**src/hw/lfc_pkg.sv**
```systemverilog
`default_nettype none
package lfc_pkg;

    // ----------------------------------------------------------------
    // Register map: printed offsets are indexes, byte address = 4 x index
    // ----------------------------------------------------------------
    localparam int          AXI_AW            = 8;
    localparam logic [5:0]  IDX_LCD_CONTROL   = 6'h1b;
    localparam logic [5:0]  IDX_CLOCK_DUTY    = 6'h1c;
    localparam logic [5:0]  IDX_SEG_SELECT    = 6'h1f;
    localparam logic [5:0]  IDX_STATUS        = 6'h20;
    localparam logic [7:0]  ADDR_LCD_CONTROL  = {IDX_LCD_CONTROL, 2'b00};
    localparam logic [7:0]  ADDR_CLOCK_DUTY   = {IDX_CLOCK_DUTY, 2'b00};
    localparam logic [7:0]  ADDR_SEG_SELECT   = {IDX_SEG_SELECT, 2'b00};
    localparam logic [7:0]  ADDR_STATUS       = {IDX_STATUS, 2'b00};
    localparam logic [7:0]  ADDR_WORD_MASK    = 8'hfc;

    // ----------------------------------------------------------------
    // Fields and reset values
    // ----------------------------------------------------------------
    localparam logic [3:0]  LCD_CONTROL_RST   = 4'h0;
    localparam logic [3:0]  CLOCK_DUTY_RST    = 4'h0;
    localparam logic [3:0]  SEG_SELECT_RST    = 4'h0;
    localparam int          LCR_BLANK_BIT     = 0;
    localparam int          LCR_POWER_BIT     = 1;
    localparam int          LCR_WATCH_BIT     = 2;
    localparam int          LCR_RES_BIT       = 3;
    localparam int          CDS_DUTY_LSB      = 0;
    localparam int          CDS_SRC_LSB       = 2;
    localparam int          SEG_P6_BIT        = 1;
    localparam int          SEG_P7_BIT        = 2;
    localparam int          ST_DUTY_LSB       = 0;
    localparam int          ST_SRC_LSB        = 2;
    localparam int          ST_TIMER_A_MODE_BIT3_BIT       = 4;
    localparam int          ST_PEND_BIT       = 5;
    localparam int          ST_TOGGLE_BIT     = 6;

    typedef enum logic [1:0] {
        SRC_SUB64   = 2'h0,
        SRC_OSC1K   = 2'h1,
        SRC_OSC8K   = 2'h2,
        SRC_TIMER   = 2'h3
    } lfc_src_t;

    typedef enum logic [1:0] {
        DUTY_QUARTER = 2'h0,
        DUTY_THIRD   = 2'h1,
        DUTY_HALF    = 2'h2,
        DUTY_STATIC  = 2'h3
    } lfc_duty_t;

    // ----------------------------------------------------------------
    // Division ratios (frame period per unit of duty denominator)
    // ----------------------------------------------------------------
    localparam int          DEF_SUB_DIV_CL0   = 64;
    localparam int          DEF_DIV_CL1       = 1024;
    localparam int          DEF_DIV_CL2       = 8192;
    localparam int          DEF_DIV_CL3_OSC   = 16384;
    localparam int          DEF_SUB_DIV_CL3   = 512;
    localparam int          DEF_CNT_W         = 17;
    localparam logic [3:0]  DUTY_DEN_BASE     = 4'h4;

    localparam logic [1:0]  RESP_OKAY         = 2'h0;
    localparam logic [1:0]  RESP_SLVERR       = 2'h2;

endpackage
`default_nettype wire

```
**src/hw/lfc_frame_ctrl.sv**
```systemverilog
`default_nettype none
module lfc_frame_ctrl
    import lfc_pkg::*;
#(
    parameter int SUB_DIV_CL0 = DEF_SUB_DIV_CL0,
    parameter int DIV_CL1     = DEF_DIV_CL1,
    parameter int DIV_CL2     = DEF_DIV_CL2,
    parameter int DIV_CL3_OSC = DEF_DIV_CL3_OSC,
    parameter int SUB_DIV_CL3 = DEF_SUB_DIV_CL3,
    parameter int CNT_W       = DEF_CNT_W
) (
    // Clock and reset
    input  wire logic              CLK,
    input  wire logic              RST_N,
    // AXI4-Lite write
    input  wire logic [AXI_AW-1:0] AWADDR,
    input  wire logic              AWVALID,
    output logic                   AWREADY,
    input  wire logic [31:0]       WDATA,
    input  wire logic [3:0]        WSTRB,
    input  wire logic              WVALID,
    output logic                   WREADY,
    output logic      [1:0]        BRESP,
    output logic                   BVALID,
    input  wire logic              BREADY,
    // AXI4-Lite read
    input  wire logic [AXI_AW-1:0] ARADDR,
    input  wire logic              ARVALID,
    output logic                   ARREADY,
    output logic      [31:0]       RDATA,
    output logic      [1:0]        RRESP,
    output logic                   RVALID,
    input  wire logic              RREADY,
    // Clock sources
    input  wire logic              SUB_CLK_IN,
    input  wire logic              TIMER_A_MODE_BIT3,
    // Frame timing
    output logic                   FRAME_PULSE,
    output logic                   FRAME_TOGGLE,
    output logic      [1:0]        LCD_DUTY,
    // LCD control
    output logic                   DISPLAY_ENABLE,
    output logic                   LCD_POWER_SWITCH,
    output logic                   WATCH_DISPLAY,
    output logic                   RESISTOR_DISCONNECT,
    // Shared port/segment pins
    input  wire logic [7:0]        SEG_DRIVE,
    input  wire logic [7:0]        PORT_OUT,
    input  wire logic [7:0]        PORT_OE,
    output logic      [7:0]        PORT_IN,
    input  wire logic [7:0]        PIN_IN,
    output logic      [7:0]        PIN_OUT,
    output logic      [7:0]        PIN_OE
);

    // ----------------------------------------------------------------
    // Bus slave
    // ----------------------------------------------------------------
    logic              aw_full_reg;
    logic              w_full_reg;
    logic [7:0]        awaddr_reg;
    logic [3:0]        wdata_reg;
    logic              wstrb0_reg;
    logic [3:0]        lcd_ctrl_reg;
    logic [3:0]        clock_duty_reg;
    logic [3:0]        seg_sel_reg;
    logic [6:0]        status_w;
    wire logic         aw_take    = AWVALID && AWREADY;
    wire logic         w_take     = WVALID && WREADY;
    wire logic         ar_take    = ARVALID && ARREADY;
    wire logic         do_write   = aw_full_reg && w_full_reg && !BVALID;
    wire logic [7:0]   wr_word    = awaddr_reg & ADDR_WORD_MASK;
    wire logic [7:0]   rd_word    = ARADDR & ADDR_WORD_MASK;
    wire logic         wr_lcr     = wr_word == ADDR_LCD_CONTROL;
    wire logic         wr_cds     = wr_word == ADDR_CLOCK_DUTY;
    wire logic         wr_seg     = wr_word == ADDR_SEG_SELECT;
    wire logic         wr_hit     = wr_lcr || wr_cds || wr_seg;
    wire logic         wr_en      = do_write && wstrb0_reg;
    wire logic         rd_wo      = rd_word == ADDR_LCD_CONTROL ||
                                    rd_word == ADDR_CLOCK_DUTY ||
                                    rd_word == ADDR_SEG_SELECT;
    wire logic         rd_st      = rd_word == ADDR_STATUS;
    wire logic         aw_full_next = (aw_full_reg || aw_take) && !do_write;
    wire logic         w_full_next  = (w_full_reg || w_take) && !do_write;
    wire logic         bvalid_next  = do_write || (BVALID && !BREADY);
    wire logic         rvalid_next  = ar_take || (RVALID && !RREADY);
    // Write-only registers read as zero; status reflects the applied setup
    wire logic [31:0]  rdata_next   = rd_st ? {25'h0, status_w} : 32'h0;

    always_ff @(posedge CLK or negedge RST_N)
    begin
        if (!RST_N)
        begin
            aw_full_reg <= 1'b0;
            w_full_reg  <= 1'b0;
            AWREADY     <= 1'b1;
            WREADY      <= 1'b1;
            BVALID      <= 1'b0;
            BRESP       <= RESP_OKAY;
        end
        else
        begin
            aw_full_reg <= aw_full_next;
            w_full_reg  <= w_full_next;
            AWREADY     <= !aw_full_next && !bvalid_next;
            WREADY      <= !w_full_next && !bvalid_next;
            BVALID      <= bvalid_next;
            if (do_write)
                BRESP <= wr_hit ? RESP_OKAY : RESP_SLVERR;
        end
    end

    always_ff @(posedge CLK or negedge RST_N)
    begin
        if (!RST_N)
        begin
            awaddr_reg <= 8'h00;
            wdata_reg  <= 4'h0;
            wstrb0_reg <= 1'b0;
        end
        else
        begin
            if (aw_take)
                awaddr_reg <= AWADDR;
            if (w_take)
            begin
                wdata_reg  <= WDATA[3:0];
                wstrb0_reg <= WSTRB[0];
            end
        end
    end

    always_ff @(posedge CLK or negedge RST_N)
    begin
        if (!RST_N)
        begin
            ARREADY <= 1'b1;
            RVALID  <= 1'b0;
            RDATA   <= 32'h0;
            RRESP   <= RESP_OKAY;
        end
        else
        begin
            ARREADY <= !rvalid_next;
            RVALID  <= rvalid_next;
            if (ar_take)
            begin
                RDATA <= rdata_next;
                RRESP <= (rd_wo || rd_st) ? RESP_OKAY : RESP_SLVERR;
            end
        end
    end

    // ----------------------------------------------------------------
    // Control registers
    // ----------------------------------------------------------------
    always_ff @(posedge CLK or negedge RST_N)
    begin
        if (!RST_N)
        begin
            lcd_ctrl_reg   <= LCD_CONTROL_RST;
            clock_duty_reg <= CLOCK_DUTY_RST;
            seg_sel_reg    <= SEG_SELECT_RST;
        end
        else if (wr_en)
        begin
            if (wr_lcr)
                lcd_ctrl_reg <= wdata_reg;
            if (wr_cds)
                clock_duty_reg <= wdata_reg;
            if (wr_seg)
                seg_sel_reg <= wdata_reg & 4'h6;
        end
    end

    assign DISPLAY_ENABLE      = lcd_ctrl_reg[LCR_BLANK_BIT];
    assign LCD_POWER_SWITCH    = lcd_ctrl_reg[LCR_POWER_BIT];
    assign WATCH_DISPLAY       = lcd_ctrl_reg[LCR_WATCH_BIT];
    assign RESISTOR_DISCONNECT = lcd_ctrl_reg[LCR_RES_BIT];

    // ----------------------------------------------------------------
    // Frame clock selection
    // ----------------------------------------------------------------
    logic              sub_sync;
    logic              sub_prev_reg;
    logic [7:0]        pin_sync;
    lfc_src_t          src_app_reg;
    lfc_duty_t         duty_app_reg;
    logic              timer_a_mode_bit3_app_reg;
    logic [CNT_W-1:0]  limit_w;
    logic [CNT_W-1:0]  count_w;
    logic              tick_w;

    lfc_sync2 #(.W(1)) u_sub_sync (
        .clk   (CLK),
        .rst_n (RST_N),
        .d     (SUB_CLK_IN),
        .q     (sub_sync)
    );

    lfc_sync2 #(.W(8)) u_pin_sync (
        .clk   (CLK),
        .rst_n (RST_N),
        .d     (PIN_IN),
        .q     (pin_sync)
    );

    wire logic         sub_rise = sub_sync && !sub_prev_reg;
    wire logic         use_sub  = (src_app_reg == SRC_SUB64) ||
                                  (src_app_reg == SRC_TIMER && timer_a_mode_bit3_app_reg);
    wire logic         adv_w    = use_sub ? sub_rise : 1'b1;
    wire logic [31:0]  den_w    = {28'h0, DUTY_DEN_BASE - {2'b00, duty_app_reg}};
    wire logic [31:0]  base_w   = (src_app_reg == SRC_SUB64) ? 32'(SUB_DIV_CL0) :
                                  (src_app_reg == SRC_OSC1K) ? 32'(DIV_CL1) :
                                  (src_app_reg == SRC_OSC8K) ? 32'(DIV_CL2) :
                                  timer_a_mode_bit3_app_reg ? 32'(SUB_DIV_CL3) : 32'(DIV_CL3_OSC);
    wire logic [31:0]  prod_w   = base_w * den_w;
    wire logic         pending  = clock_duty_reg != {src_app_reg, duty_app_reg} ||
                                  TIMER_A_MODE_BIT3 != timer_a_mode_bit3_app_reg;

    assign limit_w = prod_w[CNT_W-1:0] - CNT_W'(1);

    lfc_prescaler #(.W(CNT_W)) u_prescaler (
        .clk   (CLK),
        .rst_n (RST_N),
        .adv   (adv_w),
        .limit (limit_w),
        .count (count_w),
        .tick  (tick_w)
    );

    // A change taken mid-frame would give one short or long frame; hold it off
    always_ff @(posedge CLK or negedge RST_N)
    begin
        if (!RST_N)
        begin
            src_app_reg  <= SRC_SUB64;
            duty_app_reg <= DUTY_QUARTER;
            timer_a_mode_bit3_app_reg <= 1'b0;
        end
        else if (tick_w)
        begin
            src_app_reg  <= lfc_src_t'(clock_duty_reg[CDS_SRC_LSB +: 2]);
            duty_app_reg <= lfc_duty_t'(clock_duty_reg[CDS_DUTY_LSB +: 2]);
            timer_a_mode_bit3_app_reg <= TIMER_A_MODE_BIT3;
        end
    end

    always_ff @(posedge CLK or negedge RST_N)
    begin
        if (!RST_N)
        begin
            sub_prev_reg <= 1'b0;
            FRAME_PULSE  <= 1'b0;
            FRAME_TOGGLE <= 1'b0;
        end
        else
        begin
            sub_prev_reg <= sub_sync;
            FRAME_PULSE  <= tick_w;
            FRAME_TOGGLE <= FRAME_TOGGLE ^ tick_w;
        end
    end

    assign LCD_DUTY = duty_app_reg;

    assign status_w[ST_DUTY_LSB +: 2] = duty_app_reg;
    assign status_w[ST_SRC_LSB +: 2]  = src_app_reg;
    assign status_w[ST_TIMER_A_MODE_BIT3_BIT]      = timer_a_mode_bit3_app_reg;
    assign status_w[ST_PEND_BIT]      = pending;
    assign status_w[ST_TOGGLE_BIT]    = FRAME_TOGGLE;

    // ----------------------------------------------------------------
    // Port / segment pin sharing
    // ----------------------------------------------------------------
    wire logic [7:0]   seg_mode = {{4{seg_sel_reg[SEG_P7_BIT]}},
                                   {4{seg_sel_reg[SEG_P6_BIT]}}};
    wire logic [7:0]   out_next = (seg_mode & SEG_DRIVE) | (~seg_mode & PORT_OUT);
    wire logic [7:0]   oe_next  = seg_mode | PORT_OE;

    always_ff @(posedge CLK or negedge RST_N)
    begin
        if (!RST_N)
        begin
            PIN_OUT <= 8'h00;
            PIN_OE  <= 8'h00;
        end
        else
        begin
            PIN_OUT <= out_next;
            PIN_OE  <= oe_next;
        end
    end

    assign PORT_IN = pin_sync;
endmodule
`default_nettype wire

```
**src/hw/lfc_sync2.sv**
```systemverilog
`default_nettype none
module lfc_sync2 #(
    parameter int W = 1
) (
    // Clock and reset
    input  wire logic         clk,
    input  wire logic         rst_n,
    // Data
    input  wire logic [W-1:0] d,
    output logic      [W-1:0] q
);
    logic [W-1:0] meta_reg;

    always_ff @(posedge clk or negedge rst_n)
    begin
        if (!rst_n)
        begin
            meta_reg <= '0;
            q        <= '0;
        end
        else
        begin
            meta_reg <= d;
            q        <= meta_reg;
        end
    end
endmodule
`default_nettype wire

```
**src/hw/lfc_prescaler.sv**
```systemverilog
`default_nettype none
module lfc_prescaler #(
    parameter int W = 17
) (
    // Clock and reset
    input  wire logic         clk,
    input  wire logic         rst_n,
    // Count control
    input  wire logic         adv,
    input  wire logic [W-1:0] limit,
    // State
    output logic      [W-1:0] count,
    output logic              tick
);
    // Wrap on >= so a shrinking limit never lets the count run away
    assign tick = adv && (count >= limit);

    always_ff @(posedge clk or negedge rst_n)
    begin
        if (!rst_n)
            count <= '0;
        else if (tick)
            count <= '0;
        else if (adv)
            count <= count + W'(1);
    end
endmodule
`default_nettype wire

```
**config.mk**
```make
export PLATFORM = sky130hd
export DESIGN_NAME = lfc_frame_ctrl
export DESIGN_NICKNAME = d
export VERILOG_FILES = /design/src/hw/lfc_pkg.sv /design/src/hw/lfc_frame_ctrl.sv /design/src/hw/lfc_sync2.sv /design/src/hw/lfc_prescaler.sv
export SDC_FILE = /design/constraint.sdc
export NUM_CORES = 1
export LEC_CHECK = 0
export ABC_AREA = 1
export BUFFER_PORTS_ARGS = -buffer_cell sky130_fd_sc_hd__buf_2
export CELL_PAD_IN_SITES_DETAIL_PLACEMENT = 0
export CELL_PAD_IN_SITES_GLOBAL_PLACEMENT = 1
export CORE_MARGIN = 4
export CORE_UTILIZATION = 42
export CTS_BUF_LIST = sky130_fd_sc_hd__clkbuf_4
export DETAILED_ROUTE_END_ITERATION = 16
export GPL_TIMING_DRIVEN = 0
export PLACE_DENSITY = 0.95
export SYNTH_ARGS = -nofsm -noshare
export SYNTH_HDL_FRONTEND = slang
export SYNTH_SLANG_ARGS = --single-unit
```
**constraint.sdc**
```tcl
create_clock -name CLK -period 8.3 [get_ports CLK]
set_clock_uncertainty 0.15 [all_clocks]
set_input_delay 1.66 -clock CLK [delete_from_list [all_inputs] [get_ports CLK]]
set_output_delay 1.66 -clock CLK [all_outputs]
set_load 0.1 [all_outputs]
```
Yosys cells after proc, flatten, opt, wreduce, memory -nomap -nowiden:

Index checks and enable logic that the tools add are counted.

* register bits after elaboration: 125
* output and inout bits: 73
* logic and storage cells: 102

* $add $sub $neg: 3
* multiply operators: 1
* order comparisons: 1
* equal/unequal tests: 12
* multiplexer cells: 10
* bitwise logic cells: 6
* reductions and logical operators: 40

Operators by type and width (number)
* two-way mux 15 bit: 4
* equality test 6 x 5 -> 1 bit, second input constant: 6
* two-way mux 17 bit: 2
* adder 17 x 1 -> 17 bit, second input constant: 1
* greater-or-equal comparator 17 bit: 1
* multiplier 15 x 4 -> 17 bit: 1
* subtractor 17 x 1 -> 17 bit, second input constant: 1
* bitwise AND 8 bit: 2
* OR 8 bit: 2
* logical AND 1 bit: 15
* logical OR 1 bit: 11
* zero test 1 bit: 9
* NOT 8 bit: 1
* two-way mux 7 bit: 1
* equality test 6 bit, second input constant: 1
* AND reduction 2 bit: 3
* equality test 2 bit, second input constant: 2
* two-way mux 2 bit: 2
* inequality test 4 bit: 1
* subtractor 3 x 2 -> 4 bit, first input constant: 1
* equality test 2 x 1 -> 1 bit, second input constant: 1
* zero test 2 bit: 1
* nonzero test 2 bit: 1
* two-way mux 1 bit: 1
* other kinds (2): 2

Logic depth before layout (Yosys ltp):

Gate-level depths: netlist of the first run.

* depth in word-level cells: 9
* depth in mapped cells: 23
* mapped depth without buffers: 22

By module:

A second synthesis of the first run with hierarchy kept.

* cell total of the unflattened synthesis: 615
* area total of the unflattened synthesis: 5312.6 um2

By module, submodules not included
* lfc_frame_ctrl: instances 1, cells an instance 401, area each 3385.7 um2, sequential area each 1530.2 um2
* lfc_prescaler: instances 1, cells an instance 196, area each 1476.4 um2, sequential area each 425.4 um2
* lfc_sync2 at u_pin_sync: instances 1, cells an instance 16, area each 400.4 um2, sequential area each 400.4 um2
* lfc_sync2 at u_sub_sync: instances 1, cells an instance 2, area each 50.0 um2, sequential area each 50.0 um2

Least setup slack after synthesis of the first run:

Ideal clock, no wire load.

* path type: flip-flop to flip-flop
* start point: register duty_app_reg[0], in the netlist LCD_DUTY[0]
* end point: register u_prescaler.count[5]
* library setup time: 69 ps
* arrival time: 4632 ps
* data required time: 8081 ps
* slack: 3449 ps
* stages on the path, launching flop included: 22
* buffers on the path: 1
* clock period less this slack: 4851 ps
* cells stage by stage: dfrtp_1 clkinv_1 ha_1 inv_1 nor4_1 ha_1 ha_1 ha_1 nand2_1 nor2_1 nand3_1 o2111ai_1 xor2_1 ha_1 nand2_1 o21ai_0 a21oi_4 nand2_8 nand2_8 clkinv_4 buf_12 nor2_2

* longest elaborated chain between the ends: 6
* elaborated cells on any way between the ends: 7
* classes of those cells: 2 x add/sub; 1 x mul; 1 x order compare; 1 x mux; 2 x reduce/logical

RTL lines
* start: declaration: line lfc_frame_ctrl.sv:188 `lfc_duty_t duty_app_reg;`
* start signal: assignment: line lfc_frame_ctrl.sv:244 `duty_app_reg <= lfc_duty_t'(clock_duty_reg[CDS_DUTY_LSB +: 2]);`
* subtractor 3 x 2 -> 4 bit *: line lfc_frame_ctrl.sv:212 `wire logic [31:0] den_w = {28'h0, DUTY_DEN_BASE - {2'b00, duty_app_reg}};`
* multiplier 15 x 4 -> 17 bit *: line lfc_frame_ctrl.sv:217 `wire logic [31:0] prod_w = base_w * den_w;`
* subtractor 17 x 1 -> 17 bit *: line lfc_frame_ctrl.sv:221 `assign limit_w = prod_w[CNT_W-1:0] - CNT_W'(1);`
* greater-or-equal comparator 17 bit *: line lfc_prescaler.sv:16 `assign tick = adv && (count >= limit);`
* logical AND 1 bit *: line lfc_prescaler.sv:16
* named net tick_w: line lfc_frame_ctrl.sv:192 `logic tick_w;`
* two-way mux 17 bit / nonzero test 2 bit (equally long branches)
* end signal: assignment: line lfc_prescaler.sv:25 `count <= count + W'(1);`
* end: declaration: line lfc_prescaler.sv:12 `output logic [W-1:0] count,`

Mark *: on every way through the listed nets, which the timed path passes. The rest lies on a longest branch.
A chain may end at the register's enable or synchronous reset.

Worst setup path in the final report of the first run:

* start point: register duty_app_reg[0], in the netlist LCD_DUTY[0]
* end point: register u_prescaler.count[12]

The elaborated chain is that of the path after synthesis.

==> impl_metrics.yaml, run 1 <==
clock_tree:
  clkTransAtPathRegs_ps: 140
  cts_tree: "done"
  cts_made_buffers: 9
  cts_hold_buf: 0
  worstSkewPairLatency_ps: 420
  root_buffer: "clkbuf_4"
  cts_resized: 0
  clockBufferDepth: 2
  cts_sinks: 96
  h-tree-depth: 3
  postCtsSetupBuffers: 0
global_route:
  grt_overflow: 0
  grt_pass1_vias: 3731
  grt_max_degree: 69
  antenna_found_initial: 0
  groute.usage.overall_pct: 14.5
  grt_pass1_wl_mm: 16.3
power_and_ir_drop:
  netSwitchingPower_mw: 0.491
  ir_worst_vdd_mv: 0.218
  combPwrFrac_pct: 31.4
  p_clk_share_pct: 21.0
  p_sw_share_pct: 40.6
  p_int_mw: 0.717
  leakage_nw: 3.13
  finalPower_mw: 1.21
  seqPwrFrac_pct: 47.7
  power_density_mw_per_mm2: 203
sta:
  fmax_mhz: 221
  setup_tns_ps: 0
  finalSetupViolCount: 0
  maxSlewViolCount: 0
  final.min_clock_period_ps: 4520
  hold_viol_final: 0
  layout_worst_path_cycle_share_pct: 54.4
  rsz0062_at_grt: "false"
logic_synthesis:
  ys.flop_type: "dfrtp_1"
  ys_warn_count: 0
  syn_area_per_cell_um2: 9.12
  async_flop_share_pct: 100
  syn_inst: 547
  synth_area_mm2: 0.00499
  synth.most_common_cell: "nand2_1"
  synth-edff-count: 0
  synth_common_cells: "nand2_1, dfrtp_1, inv_1"
  ys_types: 44
  synth_top_area_share_pct: 46.7
  synth_seq_area_share_pct: 48.2
  yosysTopAreaCell: "dfrtp_1"
  ys_seq_elements: 96
  synth_area_leaders: "dfrtp_1, nand2_1, ha_1"
final_layout:
  syn_to_final_growth_pct: 19.4
  final_area_mm2: 0.00596
  drive_above_1_share_pct: 27.6
  final_nets: 815
  diodes: 0
  top_register: "u_prescaler.count"
  fillCellCount: 1081
  largest_register_ffs: 17
hold_path:
  min_from: "u_pin_sync.meta_reg[0]"
  holdPathStages: 0
  hp-class: "reg -> reg"
setup_path:
  crit_arrival_ps: 4740
  critPathLaunch: "LCD_DUTY[0]"
  r2r_cells: 21
  cp.buffers_inverters: 4
  cp.depth: 21
  start_kind: "register"
  crit_slowest_cell: "dfrtp_1"
  critPathMostFrequentCell: "ha_1"
  cp_max_fo: 10
  cp-end-kind: "register"
  max_stage_delay_ps: 430
  reg2reg_from: "LCD_DUTY[0]"
  critPathKind: "reg -> reg"
  path_cells: "clkinv_1 -> ha_1 -> inv_1 -> nor2_1 -> ha_1 -> ha_1 -> ha_1 -> a21oi_1 -> o21ai_0 -> nand2_1 -> o2111ai_1 -> xor2_1 -> ha_1 -> nand2_1 -> o21ai_0 -> a21oi_4 -> nand2_8 -> nand2_8 -> clkinv_4 -> buf_12 -> nor2_2"
  crit_family: "adder cells"
  cp.required_ps: 8520
job:
  cap_violations: 0
floorplan:
  coreArea_mm2: 0.0115
  die_y_um: 117
  io_pins: 166
  row_count: 39
  die_w_um: 117
  die_area_mm2: 0.0137
  initial_core_util_pct: 43.3
routing:
  vias_per_cell: 4.61
  routedWlPerCell_um: 11.6
  drtPass1Iterations: 4
  drc: 0
  routed_wirelength_mm: 9.73
  postRouteAntennaNets: 0
  drt_iter0_drc: 149
  vias: 3856
placement:
  hpwl_mm: 7.81
  post_dp_cell_area_mm2: 0.00581
  gp_congestion: 0.851
  io_buffers: 103
outcome:
  status: "finished, final reports clean"
[worst reg2reg max path, stage by stage, from the launching register on]
cell and delay, ps:
dfrtp_1 430, clkinv_1 240, ha_1 350, inv_1 140, nor2_1 70, ha_1 270, ha_1 300, ha_1 380
a21oi_1 220, o21ai_0 120, nand2_1 70, o2111ai_1 120, xor2_1 170, ha_1 290, nand2_1 150, o21ai_0 170
a21oi_4 300, nand2_8 110, nand2_8 100, clkinv_4 70, buf_12 150, nor2_2 80
[stage by stage]
stage          utilization (%)  cells  setup WS [ps]  hold slack, ps
2_1_floorplan                -    573           3450             181
3_3_place_gp              50.2    819           3920             184
3_5_place_dp              50.5    820           3820             185
4_1_cts                   51.7    836           3800             219
5_1_grt                   51.7    836           3390             223
6_report                  51.7    836           3780             214
[cell usage in the layout, fill, tap and decap left out, drive strengths merged, types with 3 or more instances in the layout]
cell and instances:
a21oi 14, buf 133, clkbuf 14, clkinv 3
conb 27, dfrtp 93, dfstp 3, ha 33
inv 53, mux2 4, nand2 141, nand3 24
nand4 8, nor2 57, nor3 3, o21ai 33
or2 10, xnor2 10, xor2 11
[per-layer routing]
layer  GRT usage, %  share of wire (%)  vias to the layer above
met1           19.1                 43                     1785
met5              0                  0                        -
li1               -                  -                     1983
met4           3.36               0.76                        0
met2           23.9                 50                       80
met3           4.32                6.4                        8
[layout make-up]
type	instances	area (µm²)	share of cell area, %
multi-input cells	391	2230	37.5
clock inverters	5	65.1	1.09
clock buffers	11	82.6	1.39
flip-flops and latches	96	2410	40.4
well taps	143	179	3.00
inverters	54	208	3.49
repair buffers	104	546	9.16
plain buffers	32	239	4.01
[power groups by stage]
stage | Clock, mW | Combinational (mW) | Sequential, mW
after floorplan | 0 | 0.162 | 0.728
after global placement | 0 | 0.373 | 0.583
after detailed placement | 0 | 0.381 | 0.585
after CTS | 0.264 | 0.382 | 0.576
after global routing | 0.283 | 0.413 | 0.586
final | 0.253 | 0.379 | 0.576
[cells by family after synthesis]
group / Yosys count / share of synthesized area, %
flops: 96 / 48.2
xor+xnor: 21 / 3.69
compound gates: 59 / 6.82
other cells: 1 / 0.0752
simple gates: 246 / 22.6
mux: 4 / 0.903
fa+ha+maj: 34 / 8.68
buf+inv: 86 / 8.95
[worst paths after layout]
kind	slack (ps)	end
worst min register to register	210	u_pin_sync.q[0]
max in group asynchronous	6350	ARREADY
worst max-delay path	3780	u_prescaler.count[12]
worst max register to register	3780	u_prescaler.count[12]
min in group asynchronous	990	BVALID
worst min-delay path	210	u_pin_sync.q[0]
(Power assumes the default switching activity.)
==> run 2, diff against run 1 <==
--- a/config.mk
+++ b/config.mk
@@ -5,16 +5,16 @@
 export SDC_FILE = /design/constraint.sdc
 export NUM_CORES = 1
 export LEC_CHECK = 0
-export ABC_AREA = 1
+export ABC_AREA = 0
 export BUFFER_PORTS_ARGS = -buffer_cell sky130_fd_sc_hd__buf_2
 export CELL_PAD_IN_SITES_DETAIL_PLACEMENT = 0
 export CELL_PAD_IN_SITES_GLOBAL_PLACEMENT = 1
 export CORE_MARGIN = 4
-export CORE_UTILIZATION = 42
+export CORE_UTILIZATION = 36
 export CTS_BUF_LIST = sky130_fd_sc_hd__clkbuf_4
 export DETAILED_ROUTE_END_ITERATION = 16
 export GPL_TIMING_DRIVEN = 0
-export PLACE_DENSITY = 0.95
+export PLACE_DENSITY = 0.86
 export SYNTH_ARGS = -nofsm -noshare
 export SYNTH_HDL_FRONTEND = slang
 export SYNTH_SLANG_ARGS = --single-unit
==> constraint.sdc (replaced) <==
create_clock -name CLK -period 4.12 [get_ports CLK]
set_clock_uncertainty 0.15 [all_clocks]
set_input_delay 0.824 -clock CLK [delete_from_list [all_inputs] [get_ports CLK]]
set_output_delay 0.824 -clock CLK [all_outputs]
set_load 0.1 [all_outputs]
==> run 2 against run 1 <==
Net effect:
- the flow now finishes with violations (negative setup slack)
- routed wire length increased by 18%
- critical path type unchanged
- cell area up 7.6%
- register-to-register slack lost 3800 ps
- via count shrank 1.9%
- sequential share of layout area down 2.7 points
- utilization shrank 3.5 points
- synthesized area is 1.7% lower
- non-clock buffer count rose by 33
- highest routed layer unchanged
- cell count down 5.5%
- critical path depth fell by 4
==> impl_metrics.yaml, run 2 <==
setup_path:
  crit_slowest_cell: "dfrtp_4"
  r2r-end: "LCD_DUTY[0]"
  critPathMostFrequentCell: "ha_4"
  cp_max_fo: 4
  reg2reg_from: "LCD_DUTY[0]"
  path_cells: "inv_4 -> ha_4 -> nand4_1 -> ha_4 -> ha_4 -> ha_4 -> o21a_1 -> o31a_1 -> o41a_1 -> xnor2_1 -> ha_1 -> nand2_1 -> o21a_1 -> or2_4 -> o31ai_4 -> buf_6 -> mux2_4"
  critPathLaunch: "LCD_DUTY[0]"
  crit_arrival_ps: 4310
  endpoint: "LCD_DUTY[0]"
  cp-end-kind: "register"
  max_stage_delay_ps: 520
  reg2reg_setup_slack_ps: -7
  start_kind: "register"
  critPathKind: "reg -> reg"
  cp.required_ps: 4300
  r2r_cells: 17
final_layout:
  syn_to_final_growth_pct: 30.7
  final_nets: 737
  diodes: 0
  largest_register_ffs: 17
  final_common_cell: "buf_2"
  top_register: "u_prescaler.count"
  drive_above_1_share_pct: 44.8
  final_cell_mix: "buf_2, dfrtp_1, buf_4, nand2_1, mux2_2"
  fillCellCount: 1209
  fin_util_pct: 48.2
  final_area_mm2: 0.00641
placement:
  place_ws_ps: -643
  hpwl_mm: 8.86
  gp_congestion: 0.801
  post_dp_cell_area_mm2: 0.00585
  io_buffers: 103
logic_synthesis:
  ys_warn_count: 0
  ys_types: 51
  ys.flop_type: "dfrtp_1"
  syn_area_per_cell_um2: 11.1
  synth_top_area_share_pct: 47.4
  syn_inst: 443
  ys_seq_elements: 96
  async_flop_share_pct: 100
  synth-edff-count: 0
  synth_seq_area_share_pct: 49.1
  synth_area_mm2: 0.00490
  yosysTopAreaCell: "dfrtp_1"
  synth.most_common_cell: "dfrtp_1"
  synth_common_cells: "dfrtp_1, nand2_1, nor2_1"
  synth_area_leaders: "dfrtp_1, ha_1, mux2_2"
clock_tree:
  cts_sinks: 96
  clockBufferDepth: 2
  cts_made_buffers: 9
  clkTransAtPathRegs_ps: 150
  h-tree-depth: 3
  worstSkewPairLatency_ps: 440
  root_buffer: "clkbuf_4"
  cts_tree: "done"
  cts_hold_buf: 0
sta:
  finalWorstSetupSlack_ps: -6.70
  hold_viol_final: 0
  max_slew.worst_pin.slew_ps: 603
  maxSlewViolCount: 0
  finalSetupViolCount: 5
  final.min_clock_period_ps: 4130
  layout_worst_path_cycle_share_pct: 100
  rsz0062_at_grt: "true"
  setup_tns_ps: -18.5
  fmax_mhz: 242
  timing.slew.headroom_pct: 59.7
power_and_ir_drop:
  leakage_nw: 3.12
  combPwrFrac_pct: 36.9
  seqPwrFrac_pct: 46.3
  netSwitchingPower_mw: 1.16
  ir_worst_vdd_mv: 0.464
  p_sw_share_pct: 44.5
  power_density_mw_per_mm2: 407
  p_int_mw: 1.45
  p_clk_share_pct: 16.8
  finalPower_mw: 2.61
routing:
  vias_per_cell: 4.79
  routed_wirelength_mm: 11.5
  routedWlPerCell_um: 14.6
  wl_met3_um: 964
  drt_iter0_drc: 161
  drc: 0
  postRouteAntennaNets: 0
  top_layer_used: "met4"
  drtPass1Iterations: 4
  met2_length_mm: 5.84
  wl_met1_mm: 4.57
  vias: 3784
floorplan:
  initial_core_util_pct: 36.9
  coreArea_mm2: 0.0133
  io_pins: 166
  die_w_um: 125
  die_area_mm2: 0.0156
  row_count: 42
  die_y_um: 125
hold_path:
  hp-class: "in -> async"
global_route:
  grt_overflow: 0
  grt_pass1_wl_mm: 19.3
  grt_pass1_vias: 3987
  antenna_found_initial: 0
  grt_max_degree: 60
  groute.usage.overall_pct: 15.0
job:
  cap_violations: 0
outcome:
  violations: "negative setup slack"
  status: "complete, but fails checks"
[run 2: timing repair]
item                       CTS  global route
gates resized for setup     19            37
setup buffers               19             7
pin swaps                    9            23
setup endpoints to repair   24            24
[run 2: per-stage QoR]
step,hold slack (ps),cells
final,179,790
after global routing,170,790
after CTS,167,783
after detailed placement,185,749
after global placement,182,748
after floorplan,181,469
[run 2: how the worst min path moves through the flow]
stage | to
after global routing | PIN_OUT[0]
final | PIN_OE[0]
after CTS | PIN_OE[0]
after detailed placement | u_pin_sync.q[2]
after floorplan | u_pin_sync.q[0]
after global placement | u_pin_sync.q[0]
[run 2: worst max-delay path, delay by kind of cell (launching register included)]
family / cells / cell delay, ps
flops: 1 / 520
compound gates: 5 / 890
mux: 1 / 290
xor+xnor: 1 / 150
fa+ha+maj: 5 / 1260
simple gates: 3 / 520
buf+inv: 2 / 240
[run 2: final cells by class]
type                    instances  area [µm²]  area share [%]
well taps                     176         220            3.43
multi-input cells             321        2580            40.3
flip-flops and latches         96        2410            37.6
repair buffers                130         764            11.9
plain buffers                  39         268            4.18
clock buffers                   9        67.6            1.05
clock inverters                 6        45.0           0.702
inverters                      13        51.3           0.800
[run 2: power by group through the flow]
stage | logic (mW) | registers [mW] | clock network [mW]
CTS | 0.965 | 1.21 | 0.455
global placement | 0.945 | 1.21 | 0
global route | 1.01 | 1.24 | 0.492
detailed placement | 0.966 | 1.23 | 0
floorplan | 0.346 | 1.65 | 0
finish | 0.961 | 1.21 | 0.438
[run 2: kinds of logic (layout without fill, tap and decap cells)]
group | count (synthesis) | after routing | synth area share (%)
AND/OR/NAND/NOR | 150 | 150 | 15.6
flip-flops | 96 | 96 | 49.1
buffers and inverters | 52 | 197 | 6.30
AO/OA/AOI/OAI | 50 | 50 | 7.63
multiplexers | 38 | 38 | 8.62
adder cells (fa/ha/maj) | 34 | 34 | 8.83
XOR/XNOR | 22 | 22 | 3.93
other | 1 | 27 | 0.0765
[run 2: metal layers]
layer,track usage (%),up-vias
li1,-,1824
met1,17.5,1823
met2,26.4,124
met3,5.10,13
met4,3.93,0
met5,0,-
==> run 3, diff against run 2 <==
--- a/config.mk
+++ b/config.mk
@@ -15,6 +15,7 @@
 export DETAILED_ROUTE_END_ITERATION = 16
 export GPL_TIMING_DRIVEN = 0
 export PLACE_DENSITY = 0.86
+export SETUP_SLACK_MARGIN = 0.05
 export SYNTH_ARGS = -nofsm -noshare
 export SYNTH_HDL_FRONTEND = slang
 export SYNTH_SLANG_ARGS = --single-unit
==> run 3 against run 2 <==
Net effect:
- the run still ends with negative setup slack left
- cell area fell by 0.21%
- cell count fell by 0.51%
- first-iteration DRC count fell by 8.1%
- sequential power barely moved
- utilization fell by 0.10 points
- die area did not move
- power rose by 2.1%
- non-clock buffer count fell by 5
- via count fell by 1.7%
- critical path depth rose by 1
- setup slack got worse by 15 ps
- largest cell class unchanged
- highest routed layer unchanged
==> impl_metrics.yaml, run 3 (same netlist as run 2, synthesis figures left out) <==
outcome:
  status: "complete, but fails checks"
  violations: "negative setup slack"
final_layout:
  final_nets: 732
  largest_register_ffs: 17
  fin_util_pct: 48.1
  top_register: "u_prescaler.count"
  layout.cells.non_filler: 786
  final_common_cell: "buf_2"
  final_cell_mix: "buf_2, dfrtp_1, buf_4, nand2_1, nor2_1"
  diodes: 0
  drive_above_1_share_pct: 44.1
  final_area_mm2: 0.00640
  syn_to_final_growth_pct: 30.5
global_route:
  antenna_found_initial: 0
  grt_pass1_vias: 3954
  grt_pass1_wl_mm: 19.0
  grt_overflow: 0
  groute.usage.overall_pct: 14.7
  grt_max_degree: 52
routing:
  drc: 0
  routedWlPerCell_um: 14.4
  postRouteAntennaNets: 0
  drt_iter0_drc: 148
  routed_wirelength_mm: 11.3
  vias_per_cell: 4.73
  vias: 3719
  drtPass1Iterations: 4
setup_path:
  reg2reg_from: "LCD_DUTY[1]"
  cp_max_fo: 5
  crit_arrival_ps: 4310
  cp.required_ps: 4290
  critPathKind: "reg -> reg"
  start_kind: "register"
  crit_family: "adder cells"
  reg2reg_setup_slack_ps: -20
  r2r_cells: 18
  r2r-end: "LCD_DUTY[0]"
  cp-end-kind: "register"
  path_cells: "inv_4 -> ha_4 -> nand4_1 -> ha_2 -> inv_2 -> ha_4 -> ha_4 -> nor3_4 -> a2111oi_4 -> nor2_1 -> xor2_1 -> ha_1 -> a21oi_2 -> o21a_1 -> or2_4 -> o31ai_4 -> buf_6 -> mux2_4"
  critPathMostFrequentCell: "ha_4"
  cp.buffers_inverters: 3
  crit_slowest_cell: "dfrtp_4"
  max_stage_delay_ps: 520
hold_path:
  holdPathStages: 0
  hold_path_end: "u_pin_sync.q[7]"
  min_from: "u_pin_sync.meta_reg[7]"
  hp-class: "reg -> reg"
power_and_ir_drop:
  seqPwrFrac_pct: 45.3
  combPwrFrac_pct: 36.2
  leakage_nw: 3.13
  p_clk_share_pct: 18.5
  netSwitchingPower_mw: 1.14
  ir_worst_vdd_mv: 0.458
  p_sw_share_pct: 42.7
  p_int_mw: 1.53
  power_density_mw_per_mm2: 416
placement:
  post_dp_cell_area_mm2: 0.00587
  place_inst: 749
  gp_congestion: 0.879
  hpwl_mm: 8.71
  io_buffers: 103
sta:
  finalSetupViolCount: 4
  finalWorstSetupSlack_ps: -21.6
  fmax_mhz: 241
  layout_worst_path_cycle_share_pct: 101
  final.min_clock_period_ps: 4140
  rsz0062_at_grt: "true"
  hold_viol_final: 0
  setup_tns_ps: -58.8
  max_slew.worst_pin.slew_ps: 689
  hold_slack_ps: 212
  maxSlewViolCount: 0
  timing.slew.headroom_pct: 54.0
clock_tree:
  h-tree-depth: 3
  cts_sinks: 96
  cts_made_buffers: 9
  clockBufferDepth: 2
  root_buffer: "clkbuf_4"
  cts_tree: "done"
  worstSkewPairLatency_ps: 430
  clkTransAtPathRegs_ps: 140
floorplan:
  die_w_um: 125
  die_y_um: 125
  coreArea_mm2: 0.0133
  die_area_mm2: 0.0156
  row_count: 42
  initial_core_util_pct: 36.9
  io_pins: 166
job:
  cap_violations: 0
## run 3: cell count changes in the layout (fill, tap and decap cells not counted), moves of 2 or more
cell,delta
nor2_1,+6
buf_4,-5
nor2_4,-5
clkbuf_8,+2
inv_6,-2
## run 3: cell type report
cell class | instances | area, µm²
buffer | 39 | 280
clock buffer | 12 | 90.1
clock inverter | 4 | 45.0
fill | 1215 | 6900
inverter | 13 | 53.8
multi-input combinational | 321 | 2560
sequential | 96 | 2410
tap | 176 | 220
timing repair buffer | 125 | 736
## run 3: worst max path at each step
stage | start | to | depth (start not counted)
2_1_floorplan | LCD_DUTY[0] | src_app_reg[0] | 17
3_3_place_gp | src_app_reg[0] | src_app_reg[0] | 16
3_5_place_dp | src_app_reg[0] | src_app_reg[0] | 16
4_1_cts | LCD_DUTY[0] | timer_a_mode_bit3_app_reg | 18
5_1_grt | LCD_DUTY[1] | LCD_DUTY[0] | 18
6_report | LCD_DUTY[1] | LCD_DUTY[0] | 18
## run 3: timing repair
action                     4_1_cts  5_1_grt
resized for setup               24       21
setup endpoints to repair       24       23
hold buffers                     0        0
hold endpoints to repair         0        0
buffers inserted                17        5
pin swaps                        9       13
## run 3: per-stage QoR
stage / worst slack (ps) / power [mW]
2_1_floorplan: -104 / 1.99
3_3_place_gp: -491 / 2.16
3_5_place_dp: -551 / 2.19
4_1_cts: 4.77 / 2.68
5_1_grt: -173 / 2.80
6_report: -21.6 / 2.66
## run 3: metal layers
metal	GRT usage [%]	part of all wire, %	vias up
met1	17.2	40	1765
li1	-	-	1813
met5	0	0	-
met3	5.27	8.5	16
met2	25.5	50	125
met4	3.80	1.3	0
## run 3: worst reg2reg max path, cell delays in order, from the launching register on
cell and delay [ps]:
dfrtp_4 520, inv_4 70, ha_4 150, nand4_1 200, ha_2 410, inv_2 40
ha_4 260, ha_4 180, nor3_4 50, a2111oi_4 390, nor2_1 120, xor2_1 170
ha_1 310, a21oi_2 60, o21a_1 180, or2_4 250, o31ai_4 70, buf_6 170
mux2_4 290
## run 3: power groups by stage
stage / sequential [mW] / combinational, mW / clock (mW)
2_1_floorplan: 1.65 / 0.346 / 0
3_5_place_dp: 1.22 / 0.965 / 0
4_1_cts: 1.21 / 0.967 / 0.512
5_1_grt: 1.23 / 1.01 / 0.559
6_report: 1.21 / 0.964 / 0.494
3_3_place_gp: 1.21 / 0.949 / 0
